$ cat config.mk
export PLATFORM = sky130hd
export DESIGN_NAME = dkra_reminder_arbiter
export DESIGN_NICKNAME = d
export VERILOG_FILES = /design/src/design/dkra_pkg.sv /design/src/design/dkra_reminder_arbiter.sv /design/src/design/dkra_tick.sv /design/src/design/dkra_timer.sv
export VERILOG_INCLUDE_DIRS = /design/src /design/src/design
export SDC_FILE = /design/constraint.sdc
export NUM_CORES = 1
export LEC_CHECK = 0
export ABC_CLOCK_PERIOD_IN_PS = 10500
export BUFFER_PORTS_ARGS = -buffer_cell sky130_fd_sc_hd__buf_2
export CORE_ASPECT_RATIO = 0.75
export CORE_MARGIN = 1
export CORE_UTILIZATION = 40
export DETAILED_ROUTE_END_ITERATION = 8
export PLACE_DENSITY = 0.69
export SLEW_MARGIN = 30
export SYNTH_ARGS = -nofsm -noshare
export SYNTH_HDL_FRONTEND = slang
export SYNTH_SLANG_ARGS = --single-unit
$ cat constraint.sdc
create_clock -name pclk -period 10.5 [get_ports pclk]
set_input_delay 1.05 -clock pclk [delete_from_list [all_inputs] [get_ports pclk]]
set_output_delay 1.05 -clock pclk [all_outputs]
set_load 0.01 [all_outputs]
$ cat src/design/dkra_defs.svh
`ifndef DKRA_DEFS_SVH
`define DKRA_DEFS_SVH

// Clock and tick periods in picoseconds
`define DKRA_CLK_PS          4000
`define DKRA_MS_PS           1000000000

// Pulse and window lengths in milliseconds
`define DKRA_T_KR_FIRST_MS   1000
`define DKRA_T_KR_HALF_MS    500
`define DKRA_T_CLOSE_WIN_MS  500
`define DKRA_T_GAP_MS        100
`define DKRA_T_CRASH_MS      5000
`define DKRA_T_AUTO_MS       500
`define DKRA_T_CENTRAL_MS    500

// Reminder limits
`define DKRA_KR_REPEATS      3
`define DKRA_KR_SPEED_KMH    3
`define DKRA_SMART_SPD_RST   5

// Register map (byte addresses)
`define DKRA_REG_CTRL        12'h000
`define DKRA_REG_STAT        12'h004

// Control register fields
`define DKRA_CTRL_EN_BIT     0
`define DKRA_CTRL_EN_RST     1'b1
`define DKRA_CTRL_THR_LSB    8
`define DKRA_CTRL_THR_MSB    15

// Status register fields
`define DKRA_STAT_LOCK_BIT   0
`define DKRA_STAT_UNLK_BIT   1
`define DKRA_STAT_PRI_LSB    4
`define DKRA_STAT_PRI_MSB    6
`define DKRA_STAT_ARMED_BIT  8
`define DKRA_STAT_KRON_BIT   9
`define DKRA_STAT_CNT_LSB    12
`define DKRA_STAT_CNT_MSB    13

`endif

$ cat src/design/dkra_pkg.sv
package dkra_pkg;

  // Lower code means higher rank; none sorts last by the explicit check
  typedef enum logic [2:0] {
    PRI_NONE, PRI_CRASH, PRI_AUTO, PRI_KR, PRI_CENTRAL
  } dkra_pri_t;

  typedef enum logic [1:0] {ARB_IDLE, ARB_DRIVE, ARB_GAP} dkra_arb_st_t;

  typedef enum logic [1:0] {KR_IDLE, KR_ASK, KR_ON, KR_OFF} dkra_kr_st_t;

endpackage : dkra_pkg

$ cat src/design/dkra_reminder_arbiter.sv
// Implementation choices: the address map and the APB interface to the registers.
`timescale 1ns/1ps
`default_nettype none
`include "dkra_defs.svh"

////////////////////////////////////////////////////////////////////////////
// Summary of operation
// - Key in, driver locked, driver opens: unlock
// - Key in, passenger locked, passenger opens: unlock
// - Driver open and locked, key in: unlock
// - Passenger open and locked, key in: unlock
// - Both open, one locked, key in: unlock
// - Driver locks within 0.5 s of close
// - Passenger locks within 0.5 s of close
// - Still locked: three half-second unlock repeats
// - Key out, unlock or close aborts repeats
// - Exhausted reminder waits for a re-arm event
// - Speed 3 km/h or more blocks reminder
// - Smart-key command: 1 s, then repeats
// - Smart-key repeats stop on any key or front door change
// - Smart-key blocked above configured speed
// - Crash, auto, reminder, central priority order
// - Same rank, same direction: ignored
// - Same rank, opposite: stop, 100 ms gap
// - Higher rank preempts lower at once
// - 100 ms gap after completion, crash excepted
// - Door warning with front door open blocks locking
module dkra_reminder_arbiter #(
  parameter int unsigned TICK_CYC = `DKRA_MS_PS / `DKRA_CLK_PS
) (
  // Clock and reset
  input  wire logic        pclk,
  input  wire logic        presetn,
  // APB slave
  input  wire logic [11:0] paddr,
  input  wire logic        psel,
  input  wire logic        penable,
  input  wire logic        pwrite,
  input  wire logic [31:0] pwdata,
  input  wire logic [3:0]  pstrb,
  output logic      [31:0] prdata,
  output logic             pready,
  output logic             pslverr,
  // Door and key states received over CAN
  input  wire logic        key_in,
  input  wire logic        front_left_door_open,
  input  wire logic        front_right_door_open,
  input  wire logic        front_left_door_locked,
  input  wire logic        front_right_door_locked,
  input  wire logic        door_warn_sw,
  input  wire logic [7:0]  veh_speed,
  input  wire logic        smart_remind,
  // Requests from other door functions, one-cycle pulses
  input  wire logic        crash_req,
  input  wire logic        auto_req,
  input  wire logic        auto_lock,
  input  wire logic        central_req,
  input  wire logic        central_lock,
  // Actuator commands
  output logic             lock_out,
  output logic             unlock_out
);

  import dkra_pkg::*;

  localparam int TW = 13;

  ////////////////////////////////////////////////////////////////////////
  // Register file

  logic        kr_enable;
  logic [7:0]  smart_thr;
  wire         acc     = psel & penable;
  wire         hit_ctl = (paddr == `DKRA_REG_CTRL);
  wire         hit_sta = (paddr == `DKRA_REG_STAT);
  wire         wr_ctl  = acc & pwrite & hit_ctl;
  wire [31:0]  ctl_val;
  wire [31:0]  sta_val;
  wire [31:0]  rd_val  = hit_ctl ? ctl_val : (hit_sta ? sta_val : 32'h0000_0000);

  assign pready  = acc;
  assign pslverr = acc & ~hit_ctl & ~hit_sta;

  always_ff @(posedge pclk or negedge presetn) begin
    if (!presetn) begin
      kr_enable <= `DKRA_CTRL_EN_RST;
      smart_thr <= 8'(`DKRA_SMART_SPD_RST);
      prdata    <= 32'h0000_0000;
    end else begin
      if (wr_ctl && pstrb[0])
        kr_enable <= pwdata[`DKRA_CTRL_EN_BIT];
      if (wr_ctl && pstrb[1])
        smart_thr <= pwdata[`DKRA_CTRL_THR_MSB:`DKRA_CTRL_THR_LSB];
      if (psel && !penable)
        prdata <= pwrite ? 32'h0000_0000 : rd_val;
    end
  end

  ////////////////////////////////////////////////////////////////////////
  // Millisecond tick and input edges

  logic ms_tick;

  dkra_tick #(.CYC(TICK_CYC)) u_tick (
    .pclk    (pclk),
    .presetn (presetn),
    .tick    (ms_tick)
  );

  logic key_q;
  logic do_q;
  logic po_q;
  logic dl_q;
  logic pl_q;

  always_ff @(posedge pclk or negedge presetn) begin
    if (!presetn) begin
      {key_q, do_q, po_q, dl_q, pl_q} <= 5'h0_0;
    end else begin
      key_q <= key_in;
      do_q  <= front_left_door_open;
      po_q  <= front_right_door_open;
      dl_q  <= front_left_door_locked;
      pl_q  <= front_right_door_locked;
    end
  end

  wire key_r   = key_in & ~key_q;
  wire key_f   = ~key_in & key_q;
  wire do_r    = front_left_door_open & ~do_q;
  wire do_f    = ~front_left_door_open & do_q;
  wire po_r    = front_right_door_open & ~po_q;
  wire po_f    = ~front_right_door_open & po_q;
  wire dl_r    = front_left_door_locked & ~dl_q;
  wire dl_f    = ~front_left_door_locked & dl_q;
  wire pl_r    = front_right_door_locked & ~pl_q;
  wire pl_f    = ~front_right_door_locked & pl_q;
  wire any_chg = key_r | key_f | do_r | do_f | po_r | po_f | dl_r | dl_f | pl_r | pl_f;
  wire locked  = front_left_door_locked | front_right_door_locked;

  // Half-second windows opened by each front door closing
  logic win_dl;
  logic win_pl;

  dkra_timer #(.W(TW)) u_win_dr (
    .pclk    (pclk),
    .presetn (presetn),
    .tick    (ms_tick),
    .load    (do_f),
    .clear   (1'b0),
    .value   (TW'(`DKRA_T_CLOSE_WIN_MS)),
    .busy    (win_dl),
    .done    ()
  );

  dkra_timer #(.W(TW)) u_win_pa (
    .pclk    (pclk),
    .presetn (presetn),
    .tick    (ms_tick),
    .load    (po_f),
    .clear   (1'b0),
    .value   (TW'(`DKRA_T_CLOSE_WIN_MS)),
    .busy    (win_pl),
    .done    ()
  );

  ////////////////////////////////////////////////////////////////////////
  // Reminder triggers

  dkra_kr_st_t kr_st;
  dkra_kr_st_t next_kr_st;
  logic        kr_armed;
  logic        kr_smart;
  logic        kr_first;
  logic [1:0]  kr_cnt;
  logic        kr_grant;
  logic        kr_done;
  dkra_pri_t   act_pri;

  wire kr_idle  = (kr_st == KR_IDLE);
  wire spd_hi   = (veh_speed >= 8'(`DKRA_KR_SPEED_KMH));
  wire smart_hi = (veh_speed > smart_thr);
  wire t1 = key_in & front_left_door_locked & do_r;
  wire t2 = key_in & front_right_door_locked & po_r;
  wire t3 = front_left_door_open & front_left_door_locked & key_r;
  wire t4 = front_right_door_open & front_right_door_locked & key_r;
  wire t5 = front_left_door_open & front_right_door_open & locked & key_r;
  wire t6 = key_in & dl_r & win_dl;
  wire t7 = key_in & pl_r & win_pl;
  wire key_trig = (t1 | t2 | t3 | t4 | t5 | t6 | t7) & kr_armed & ~spd_hi & kr_enable
                  & kr_idle;
  wire smart_trig = smart_remind & ~smart_hi & kr_enable & kr_idle & ~key_trig;
  wire rearm = do_f | po_f | key_f | dl_r | dl_f | pl_r | pl_f;

  // A closing door only aborts when it is the one that is locked
  wire key_abort = key_f | dl_f | pl_f | spd_hi
                   | (front_left_door_locked & do_f)
                   | (front_right_door_locked & po_f);
  wire smart_abort = any_chg | smart_hi;
  wire kr_abort    = ~kr_idle & (kr_smart ? smart_abort : key_abort);
  wire kr_last     = (kr_cnt == 2'(`DKRA_KR_REPEATS));
  wire kr_exhaust  = (kr_st == KR_ON) & kr_done & ~kr_abort & ~kr_first & kr_last
                     & locked;
  wire kr_go       = (kr_st == KR_ASK);
  wire [TW-1:0] kr_len = kr_first ? TW'(`DKRA_T_KR_FIRST_MS) : TW'(`DKRA_T_KR_HALF_MS);
  logic off_busy;
  logic off_done;

  dkra_timer #(.W(TW)) u_kr_off (
    .pclk    (pclk),
    .presetn (presetn),
    .tick    (ms_tick),
    .load    ((kr_st == KR_ON) & kr_done),
    .clear   (kr_abort),
    .value   (TW'(`DKRA_T_KR_HALF_MS)),
    .busy    (off_busy),
    .done    (off_done)
  );

  always_comb begin
    next_kr_st = kr_st;
    case (kr_st)
      KR_IDLE: if (key_trig || smart_trig) next_kr_st = KR_ASK;
      KR_ASK:  if (kr_grant) next_kr_st = KR_ON;
      KR_ON: begin
        if (kr_done)
          next_kr_st = (locked && !kr_last) ? KR_OFF : KR_IDLE;
        else if (act_pri != PRI_KR)
          next_kr_st = KR_IDLE;
      end
      KR_OFF:  if (off_done) next_kr_st = KR_ASK;
      default: next_kr_st = KR_IDLE;
    endcase
    if (kr_abort)
      next_kr_st = KR_IDLE;
  end

  always_ff @(posedge pclk or negedge presetn) begin
    if (!presetn) begin
      kr_st    <= KR_IDLE;
      kr_armed <= 1'b1;
      kr_smart <= 1'b0;
      kr_first <= 1'b0;
      kr_cnt   <= 2'h0;
    end else begin
      kr_st <= next_kr_st;
      if (kr_exhaust)
        kr_armed <= 1'b0;
      else if (rearm)
        kr_armed <= 1'b1;
      if (kr_idle) begin
        kr_smart <= smart_trig;
        kr_first <= 1'b1;
        kr_cnt   <= 2'h0;
      end else if (kr_grant) begin
        kr_first <= 1'b0;
        kr_cnt   <= kr_first ? kr_cnt : kr_cnt + 2'h1;
      end
    end
  end

  ////////////////////////////////////////////////////////////////////////
  // Output arbiter

  dkra_arb_st_t st;
  dkra_arb_st_t next_st;
  logic         act_lock;
  dkra_pri_t    slot_pri;
  logic         slot_lock;
  logic [TW-1:0] slot_len;
  logic         pulse_done;
  logic         gap_busy;
  logic         gap_done;

  wire lock_inh = door_warn_sw & (front_left_door_open | front_right_door_open);
  wire auto_ok  = auto_req & ~(auto_lock & lock_inh);
  wire cent_ok  = central_req & ~(central_lock & lock_inh);

  // Fixed rank: crash, auto, reminder, central
  wire dkra_pri_t     c_pri  = crash_req ? PRI_CRASH : auto_ok ? PRI_AUTO
                               : kr_go ? PRI_KR : cent_ok ? PRI_CENTRAL : PRI_NONE;
  wire                c_lock = crash_req ? 1'b0 : auto_ok ? auto_lock
                               : kr_go ? 1'b0 : central_lock;
  wire [TW-1:0]       c_len  = crash_req ? TW'(`DKRA_T_CRASH_MS)
                               : auto_ok ? TW'(`DKRA_T_AUTO_MS)
                               : kr_go ? kr_len : TW'(`DKRA_T_CENTRAL_MS);

  // A parked request lapses once the reminder gives up, or if it locks under door warning
  wire dkra_pri_t     s_pri  = ((slot_pri == PRI_KR && !kr_go) || (slot_lock && lock_inh))
                               ? PRI_NONE : slot_pri;
  wire                c_win  = (c_pri != PRI_NONE) && (s_pri == PRI_NONE || c_pri < s_pri);
  wire dkra_pri_t     b_pri  = c_win ? c_pri : s_pri;
  wire                b_lock = c_win ? c_lock : slot_lock;
  wire [TW-1:0]       b_len  = c_win ? c_len : slot_len;
  wire                b_any  = (b_pri != PRI_NONE);

  wire drv     = (st == ARB_DRIVE);
  wire preempt = drv & b_any & (b_pri < act_pri);
  wire opp     = drv & (c_pri == act_pri) & (c_lock != act_lock);
  wire kr_stop = drv & (act_pri == PRI_KR) & kr_abort;
  wire to_gap  = drv & ~preempt & (opp | kr_stop | pulse_done);
  wire start   = preempt
               | ((st == ARB_IDLE) & b_any)
               | ((st == ARB_GAP) & ((b_pri == PRI_CRASH) | (gap_done & b_any)));

  assign kr_grant = start & (b_pri == PRI_KR);
  assign kr_done  = drv & pulse_done & ~preempt & ~opp & (act_pri == PRI_KR);

  dkra_timer #(.W(TW)) u_pulse (
    .pclk    (pclk),
    .presetn (presetn),
    .tick    (ms_tick),
    .load    (start),
    .clear   (to_gap),
    .value   (b_len),
    .busy    (),
    .done    (pulse_done)
  );

  dkra_timer #(.W(TW)) u_gap (
    .pclk    (pclk),
    .presetn (presetn),
    .tick    (ms_tick),
    .load    (to_gap),
    .clear   (start),
    .value   (TW'(`DKRA_T_GAP_MS)),
    .busy    (gap_busy),
    .done    (gap_done)
  );

  always_comb begin
    next_st = st;
    case (st)
      ARB_IDLE:  if (start) next_st = ARB_DRIVE;
      ARB_DRIVE: if (to_gap) next_st = ARB_GAP;
      ARB_GAP: begin
        if (start)
          next_st = ARB_DRIVE;
        else if (!gap_busy)
          next_st = ARB_IDLE;
      end
      default:   next_st = ARB_IDLE;
    endcase
  end

  always_ff @(posedge pclk or negedge presetn) begin
    if (!presetn) begin
      st         <= ARB_IDLE;
      act_pri    <= PRI_NONE;
      act_lock   <= 1'b0;
      slot_pri   <= PRI_NONE;
      slot_lock  <= 1'b0;
      slot_len   <= '0;
      lock_out   <= 1'b0;
      unlock_out <= 1'b0;
    end else begin
      st <= next_st;
      if (start) begin
        act_pri    <= b_pri;
        act_lock   <= b_lock;
        lock_out   <= b_lock;
        unlock_out <= ~b_lock;
        slot_pri   <= PRI_NONE;
      end else if (to_gap) begin
        act_pri    <= PRI_NONE;
        lock_out   <= 1'b0;
        unlock_out <= 1'b0;
        slot_pri   <= opp ? c_pri : PRI_NONE;
        slot_lock  <= c_lock;
        slot_len   <= c_len;
      end else if (st == ARB_GAP) begin
        slot_pri   <= b_pri;
        slot_lock  <= b_lock;
        slot_len   <= b_len;
      end
    end
  end

  ////////////////////////////////////////////////////////////////////////
  // Register views

  assign ctl_val = {16'h0000, smart_thr, 7'h00, kr_enable};
  assign sta_val = {18'h0_0000, kr_cnt, 2'h0, ~kr_idle, kr_armed, 1'b0, act_pri,
                    2'h0, unlock_out, lock_out};

  wire kr_smart_start = smart_trig;
endmodule : dkra_reminder_arbiter

`default_nettype wire

$ cat src/design/dkra_tick.sv
`timescale 1ns/1ps
`default_nettype none

module dkra_tick #(
  parameter int unsigned CYC = 250000
) (
  // Clock and reset
  input  wire logic pclk,
  input  wire logic presetn,
  // Millisecond enable
  output logic      tick
);

  localparam int W = $clog2(CYC);

  logic [W-1:0] cnt;
  wire          wrap = (cnt == W'(CYC - 1));

  always_ff @(posedge pclk or negedge presetn) begin
    if (!presetn) begin
      cnt  <= '0;
      tick <= 1'b0;
    end else begin
      cnt  <= wrap ? '0 : cnt + 1'b1;
      tick <= wrap;
    end
  end

endmodule : dkra_tick

`default_nettype wire

$ cat src/design/dkra_timer.sv
`timescale 1ns/1ps
`default_nettype none

module dkra_timer #(
  parameter int W = 13
) (
  // Clock and reset
  input  wire logic         pclk,
  input  wire logic         presetn,
  // Control
  input  wire logic         tick,
  input  wire logic         load,
  input  wire logic         clear,
  input  wire logic [W-1:0] value,
  // State
  output logic              busy,
  output logic              done
);

  logic [W-1:0] cnt;

  // Length is value ticks, so the first partial tick costs under 1 ms
  assign busy = (cnt != '0);
  // Done ignores load and clear, which are built from it upstream
  assign done = tick & (cnt == W'(1));

  always_ff @(posedge pclk or negedge presetn) begin
    if (!presetn)
      cnt <= '0;
    else if (clear)
      cnt <= '0;
    else if (load)
      cnt <= value;
    else if (tick && busy)
      cnt <= cnt - 1'b1;
  end

endmodule : dkra_timer

`default_nettype wire

==> results.md, run 1 <==
Synth:
- The Yosys step of the flow raised 0 warnings.
- The fraction of synthesized cell area in xor and xnor cells is 6.566%.
- The cell area after technology mapping is 0.008004 mm².
- Synthesis produced a netlist whose cell count is 845.
- The post-synthesis mux area share is 2.298%.
- The main combinational cell family by area after synthesis is simple AND/OR/NAND/NOR gates.
- For this run, the leading register cell type out of synthesis is sky130_fd_sc_hd__dfrtp_1.
- The number of synthesized flops with an enable pin is 0.
- The arithmetic-cell share of the synthesized area counting full adders, half adders and majority gates is 4.377%.
- In the synthesized netlist the async set-or-reset flop fraction comes to 100.0%.
- The synthesized netlist devotes 16.16% of its cell area to compound gates.
- A synthesized cell averages 9.472 µm².
- Sequential cells were found to cover 44.77% of the synthesized design area.
- sky130_fd_sc_hd__dfrtp_1 takes more of the synthesized area than any other cell.
- The post-synthesis share of cell area spent on and, or, nand and nor gates is 20.40%.
- The netlist uses 79 different library cells.
- The top-area cell type share of the netlist area is 43.46%.
- Ranked by total cell area, the synthesized netlist is headed by sky130_fd_sc_hd__dfrtp_1 (43%), sky130_fd_sc_hd__xnor2_1 (4.8%), sky130_fd_sc_hd__ha_1 (4.4%).
- In this run, synthesis produced a sequential element count of 143.

Timing:
- The headroom to the max-slew limit is 42.65%.
- The total count of max-transition violations in the final report is 0.
- Derived from the worst setup path, the maximum achievable clock frequency is 172.8 MHz.
- The worst path uses 55.10% of the clock period.
- Setup violations remaining at the end of the flow were counted as 0.
- Setup repair after global routing left no endpoint under its margin.
- The transition time at the pin with the least slew margin is 857.5 ps.
- The clock period could shrink to 5785 ps.
- On the final layout, the worst clock skew is 10.25 ps.
- The number of hold-slack violations in the final timing report is 0.
- The sum of negative setup slack is 0 ps.

Global route:
- For this run the aggregate overflow at the end of global routing stands at 0.
- Entering global routing, the biggest net connects 73 pins.
- The first-pass GRT wire length is 30,660 µm.
- The number of global-route vias before repair is 6,071.
- Global routing consumed, over all layers together, 18.86% of the routing resources.
- The number of antenna violations at the first check in global routing is 0.

Setup path:
- Following the worst setup path forward leads to its endpoint at u_gap.cnt[1].
- The type of element capturing the critical path is a flip-flop.
- Data arrives at the worst endpoint at 6100 ps.
- The worst reg2reg path depth is 18.
- The worst register-to-register path has a setup slack of 5150 ps.
- The endpoint identified for the worst register-to-register timing path is u_gap.cnt[1].
- The startpoint identified for the worst register-to-register timing path is kr_st[1].
- The worst setup path is launched from a primary input.
- In this run the worst path has a maximum fanout of 19.
- The worst setup path is of the primary input to flip-flop kind.
- The critical path starts at front_right_door_open.
- For the worst setup path, the data required time is 10,820 ps.

Route:
- Summed over all layers, the routed wires come to 18,040 µm.
- The count of routing violations after the opening detailed-route iteration is 434.
- The first detailed-routing pass took 7 iterations.
- After detailed routing, the average wire length per cell comes to 15.41 µm.
- Dividing the detail-routed via count by the number of cells gives 5.375.
- The detailed router placed 6,289 vias in this run.
- In the routed design, unresolved DRC markers number 5.
- The detail route stage leaves a number of antenna-violating nets equal to 0.

Floorplan:
- In this run the vertical extent of the chip is 124.5 µm.
- The initial standard-cell utilization of the core is 41.07%.
- The top-level port count is 109.
- The die covers 0.02059 mm².
- After floorplanning, the core was sized to cover 0.01949 mm².
- The x dimension of the die is 165.3 µm.
- In this run the core area contains 44 standard-cell rows.

Clocking:
- The maximum buffer depth of the clock tree is 2.
- The H-tree depth is 4.
- The number of gates resized after CTS was 0.
- After clock tree synthesis, the setup repair step added 0 buffers.
- The post-CTS clock slew at the launch and capture registers of the worst setup and hold paths is 60 ps.
- The number of hold buffers added after CTS was 0.
- The clock tree from TritonCTS is built.
- In this run, CTS created clock tree buffers numbering 17.
- The clock latency on the worst-skew pair is 420 ps.
- CTS saw 143 sinks.
- In this run the clock root is driven by a sky130_fd_sc_hd__clkbuf_16.

Placed design:
- Detailed placement ended at an HPWL of 12,920 µm.
- In this run the tool buffered the top-level ports with 64 buffer cells.
- At the end of routability-driven placement, the weighted congestion stood at 0.8863.

Layout:
- From synthesis to final layout, the design area changed by 12.79%.
- The most common cell after layout, fill and taps aside is sky130_fd_sc_hd__dfrtp_1.
- In the layout the commonest cells are sky130_fd_sc_hd__dfrtp_1 (139), sky130_fd_sc_hd__nor2_1 (89), sky130_fd_sc_hd__nand2_1 (74).
- The number of antenna cells inserted is 0.
- In the final design database the tool counted 1,005 nets.
- After filler insertion, the fill cell instance count of the layout stands at 1,890.
- At the end of the flow the core is filled with cells to 46.32%.
- The share of layout cells above drive strength 1 is 15.16%.

Hold path:
- The tightest min-delay check is of the flip-flop to flip-flop type.

Status:
- The flow ran to the end, but the final reports show violations.
- The final reports fail on design-rule violations.

Power and ir drop:
- The maximum VDD drop is 0.0001412 V.
- Dividing total power by cell area gives a power density of 212.7 mW/mm².
- The leakage power total is 0.003893 µW.

Flow run:
- The number of max-cap violations is 0.
-- sequential cells by signal, indices dropped and copies added (netlist names), 2 cells and up --
name	count
u_tick.cnt	18
prdata	13
slot_len	13
u_gap.cnt	13
u_kr_off.cnt	13
u_pulse.cnt	13
u_win_dr.cnt	13
u_win_pa.cnt	13
smart_thr	8
act_pri	3
slot_pri	3
kr_cnt	2
kr_st	2
st	2
-- area by class of cell --
type                       count  area (µm²)  area share, %
multi-input combinational    631        4070          45.09
inverter                      42       157.7          1.746
tap                          253       316.6          3.507
clock buffer                  21       450.4          4.990
clock inverter                11       81.33         0.9009
sequential                   143        3583          39.70
timing repair buffer          69       367.9          4.075
-- power breakdown --
part / switching (µW) / leakage [µW] / internal [µW]
logic: 430 / 0.00181 / 252
registers: 65.8 / 0.00182 / 620
clock network: 241 / 0.000255 / 310
-- metal layers --
layer,up-vias,GRT usage (%),wire length (µm)
li1,3083,-,-
met1,3029,29.15,9403
met2,162,26.14,7512
met3,15,3.929,938
met4,0,5.401,181
met5,-,0,0
-- critical path: stages --
cell and delay (ps):
sky130_fd_sc_hd__buf_2 180, sky130_fd_sc_hd__o211ai_1 630, sky130_fd_sc_hd__o211ai_1 290, sky130_fd_sc_hd__ha_1 340, sky130_fd_sc_hd__o21a_1 200, sky130_fd_sc_hd__o221a_2 310
sky130_fd_sc_hd__nand3_1 100, sky130_fd_sc_hd__o32ai_1 100, sky130_fd_sc_hd__a21oi_1 350, sky130_fd_sc_hd__inv_1 80, sky130_fd_sc_hd__ha_1 320, sky130_fd_sc_hd__o21ai_0 90
sky130_fd_sc_hd__nand2_1 90, sky130_fd_sc_hd__nor3_1 60, sky130_fd_sc_hd__a31o_2 280, sky130_fd_sc_hd__a211oi_4 730, sky130_fd_sc_hd__nand2_1 530, sky130_fd_sc_hd__a211oi_1 340
-- worst min-delay path by stage --
stage | from | cells past startpoint | slack [ps] | to
2_1_floorplan | slot_len[7] | 1 | 440 | slot_len[7]
3_3_place_gp | slot_len[7] | 1 | 450 | slot_len[7]
3_5_place_dp | slot_len[7] | 1 | 450 | slot_len[7]
4_1_cts | slot_len[7] | 1 | 470 | slot_len[7]
5_1_grt | slot_len[4] | 2 | 520 | slot_len[4]
6_report | slot_len[7] | 1 | 470 | slot_len[7]
-- synthesized netlist by cell type (all sizes together), types with 6 or more instances --
cell / count
ha: 28
mux2: 11
nand4: 7
mux2i: 6
a22o: 10
nor2: 89
nand3: 20
xor2: 16
nand2: 74
buf: 31
nor3: 37
o21ai: 36
o21a: 9
nand3b: 8
a21oi: 36
or4: 6
or3: 13
a31oi: 9
o211ai: 11
nor4: 15
inv: 42
nand2b: 14
xnor2: 44
and2: 9
dfrtp: 139
a211oi: 7
nor2b: 14
clkbuf: 16
-- kinds of logic (layout without fill, tap and decap cells) --
logic type / count (synthesis) / after routing
simple gates: 327 / 327
flops: 143 / 143
compound gates: 180 / 180
fa+ha+maj: 28 / 28
mux: 17 / 17
buf+inv: 89 / 143
xor+xnor: 60 / 60
other cells: 1 / 19
-- through the flow --
stage               setup slack, ps  instance area, µm²  power (µW)  std cells  hold WS, ps
floorplan                      5669                8071        1209        863        435.4
finish                         4715                9027        1920       1170        471.4
global route                   4238                9027        2050       1170        516.8
detailed placement             4402                8484        1369       1138        453.0
global placement               4476                8479        1353       1138        451.5
CTS                            4805                9016        1921       1170        470.9
No activity file was read; power rests on OpenSTA's default activity.
==> inputs of run 2 (changes only) <==
--- a/config.mk
+++ b/config.mk
@@ -6,13 +6,13 @@
 export SDC_FILE = /design/constraint.sdc
 export NUM_CORES = 1
 export LEC_CHECK = 0
-export ABC_CLOCK_PERIOD_IN_PS = 10500
+export ABC_CLOCK_PERIOD_IN_PS = 4900
 export BUFFER_PORTS_ARGS = -buffer_cell sky130_fd_sc_hd__buf_2
 export CORE_ASPECT_RATIO = 0.75
 export CORE_MARGIN = 1
 export CORE_UTILIZATION = 40
 export DETAILED_ROUTE_END_ITERATION = 8
-export PLACE_DENSITY = 0.69
+export PLACE_DENSITY = 0.71
 export SLEW_MARGIN = 30
 export SYNTH_ARGS = -nofsm -noshare
 export SYNTH_HDL_FRONTEND = slang
==> constraint.sdc (replaced) <==
create_clock -name pclk -period 4.9 [get_ports pclk]
set_input_delay 0.49 -clock pclk [delete_from_list [all_inputs] [get_ports pclk]]
set_output_delay 0.49 -clock pclk [all_outputs]
set_load 0.01 [all_outputs]
==> run 2 against run 1 <==
Net effect: the flow still finishes with violations (design-rule violations); clock power up 140%; flip-flop and latch count is the same; non-clock buffer count rose by 19; first-iteration DRC count rose by 7.8%; final cell count up 1.5%; sequential power grew 110%; global-route usage is 0.31 points higher; highest routed layer unchanged.
==> results.md, run 2 (synthesis results as in run 1) <==
Clocking:
- The post-CTS clock slew at the launch and capture registers of the worst setup and hold paths is 60 ps (about the same).
- The sink count of the clock tree is 143 (unchanged).
- The master cell of the clock root buffer is sky130_fd_sc_hd__clkbuf_16.
- The H-tree depth is 4 (unchanged).
- The maximum buffer depth of the clock tree is 2 (unchanged).
- The clock latency on the worst-skew pair is 430 ps (about the same).
- The clock buffer count from CTS is 17 (unchanged).
- The clock tree from TritonCTS is built.

Setup path:
- The largest stage delay on the critical path is 400 ps (-330 ps).
- The critical path starts at kr_st[1].
- The required time at the worst-slack endpoint is 5240 ps (-5580 ps).
- The arrival time reported for the critical path endpoint is 4920 ps (-1180 ps).
- The worst reg2reg path depth came to 19 (+1).
- The count of cell instances traversed by the critical path is 19 (+1).
- The type of element capturing the critical path is a flip-flop.
- The largest individual stage delay along the critical path comes from the cell sky130_fd_sc_hd__dfrtp_1.
- The category of the worst setup path launch point is a flip-flop.
- In this run the critical register-to-register path is launched from kr_st[1].
- The kind of critical path is flip-flop to flip-flop.
- The largest driver fanout on the critical path is 8 (-11).
- Traced cell by cell, the critical path runs through inv_1 -> ha_2 -> nand2b_1 -> o211ai_1 -> ha_1 -> o21a_1 -> o221a_2 -> inv_1 -> a211oi_1 -> a211o_1 -> ha_1 -> a21o_1 -> a21oi_1 -> o32ai_1 -> a31oi_1 -> a31oi_2 -> buf_4 -> o211ai_1 -> a21boi_0.
- The worst path buffer plus inverter count is 3 (+1).
- Broken down by cell family, the worst path's largest delay share belongs to compound AO/OA/AOI/OAI gates.

Route:
- The count of routing violations after the opening detailed-route iteration is 468 (+7.8%).
- The number of iterations in the first detailed-routing pass was 8 (+1).
- The routed length per placed instance is 15.87 µm (+3.0%).
- The detailed-route DRC error count is 5 (unchanged).
- The overall via count from detail_route is 6,438 (+2.4%).
- The detailed-route vias per instance is 5.419 (+0.82%).
- The count of nets left with antenna violations after detail routing is 0 (unchanged).
- The post-detailed-routing wire length was 18,860 µm (+4.6%).

Floorplan:
- The initial standard-cell utilization of the core is 41.07% (unchanged).
- The die footprint is 0.02059 mm² (unchanged).
- The number of placement rows is 44 (unchanged).
- The x dimension of the die is 165.3 µm (unchanged).
- The core region area came to 0.01949 mm² (unchanged).
- The top-level port count is 109 (unchanged).
- The die boundary height is 124.5 µm (unchanged).

Power and ir drop:
- The power density over the cells is 479.5 mW/mm² (+130%).
- The leakage power total is 0.004013 µW (+3.1%).
- The maximum VDD drop is 0.0002872 V (+100%).

Layout:
- The share of layout cells above drive strength 1 is 17.01% (+1.8 points).
- The count of filler cells inserted in the layout is 1,814 (-4.0%).
- The cell area after layout is 0.009238 mm² (+2.3%).
- The layout overhead on the synthesized area is 15.41%.
- The library cell used most frequently in the layout, excluding fill and tap cells, is sky130_fd_sc_hd__dfrtp_1.
- The number of antenna cells inserted is 0 (unchanged).
- The top cell types in the final layout, fill and taps aside, are sky130_fd_sc_hd__dfrtp_1 (139), sky130_fd_sc_hd__nor2_1 (89), sky130_fd_sc_hd__nand2_1 (73).
- The register with the highest flop count is u_tick.cnt.
- The post-layout net count is 1,024 (+1.9%).
- The flip-flop count of the largest register, all copies and words added was 18 (unchanged).

Global route:
- The maximum number of pins on one net before global-route repair is 107 (+47%).
- The total global-route track usage is 19.17% (+0.31 points).
- The first-pass GRT wire length was 31,020 µm (+1.2%).
- The global routing stage identified its most utilized layer as met1.
- The number of global-route vias before repair was 6,036 (-0.58%).
- The aggregate global routing overflow is 0 (unchanged).
- The number of antenna violations at the first check in global routing was 0 (unchanged).
- The met3 usage came to 3.996% (+0.067 points).
- The global-route track usage on met2 was 26.41% (+0.27 points).
- The met1 usage in global routing is 29.95% (+0.81 points).

Status:
- The checks that failed: design-rule violations.
- The flow ran to the end, but the final reports show violations.

Timing:
- The headroom to the max-slew limit is 35.10% (-7.5 points).
- The fmax is 218.5 MHz.
- The total count of max-transition violations in the final report came to 0 (unchanged).
- The sum of negative setup slack is 0 ps (unchanged).
- The worst-case clock skew is 9.983 ps (-0.2626 ps).
- The number of hold-slack violations in the final timing report is 0 (unchanged).
- The final period utilization is 93.39%.
- The transition time at the pin with the least slew margin came to 964.6 ps (+107.0 ps).
- The total setup violations reported at the end of the flow came to 0 (unchanged).
- After layout, the minimum clock period comes to 4576 ps.

Hold path:
- The min-delay analysis places its worst path in the category primary input to asynchronous set/reset pin.

Placed design:
- The count of port buffers added during placement is 64 (unchanged).
- The routability congestion estimate from global placement came to 0.8728 (-1.5%).
- The placed wire-length estimate is 13,350 µm (+3.4%).
- The instance area after placement was 0.008617 mm² (+1.6%).

Flow run:
- The number of max-cap violations is 0 (unchanged).
## run 2: stage by stage
stage | hold WS (ps) | util [%] | std cells | setup WS (ps) | power [µW]
2_1_floorplan | 194.4 | - | 863 | 628.6 | 2592
3_3_place_gp | 451.8 | 44.19 | 1154 | 162.1 | 3054
3_5_place_dp | 453.0 | 44.22 | 1154 | 81.44 | 3078
4_1_cts | 219.6 | 47.25 | 1185 | 170.4 | 4397
5_1_grt | 236.1 | 47.40 | 1188 | -0.8105 | 4701
6_report | 172.2 | 47.40 | 1188 | 324.1 | 4430
## run 2: repair_timing
| item | 4_1_cts | 5_1_grt |
|---|---|---|
| gates resized for setup | 0 | 2 |
| hold buffers | 0 | 0 |
| setup buffers | 0 | 3 |
| setup endpoints to repair | 0 | 53 |
## run 2: worst paths after layout
kind | endpoint | slack [ps]
setup / recovery | slot_len[9] | 320
hold / removal | prdata[10] | 170
setup reg to reg | slot_len[9] | 320
hold reg to reg | slot_len[7] | 480
max in group asynchronous | kr_enable | 3740
min in group pclk | key_q | 230
## run 2: power by group
part	total (µW)	switching (µW)	internal, µW
Sequential	1470	147	1330
Clock	1300	522	780
Combinational	1650	971	682
## run 2: final cells by class
type | instances | area, µm² | area share, %
clock inverter | 11 | 133.9 | 1.449
timing repair buffer | 88 | 521.8 | 5.648
tap | 253 | 316.6 | 3.427
sequential | 143 | 3583 | 38.79
inverter | 42 | 157.7 | 1.707
clock buffer | 20 | 456.7 | 4.944
multi-input combinational | 631 | 4068 | 44.03
## run 2: per-layer routing
metal  up-vias  part of all wire, %
met4         0                  1.2
met5         -                    0
li1       3129                    -
met3        20                  4.9
met1      3120                   52
met2       169                   42
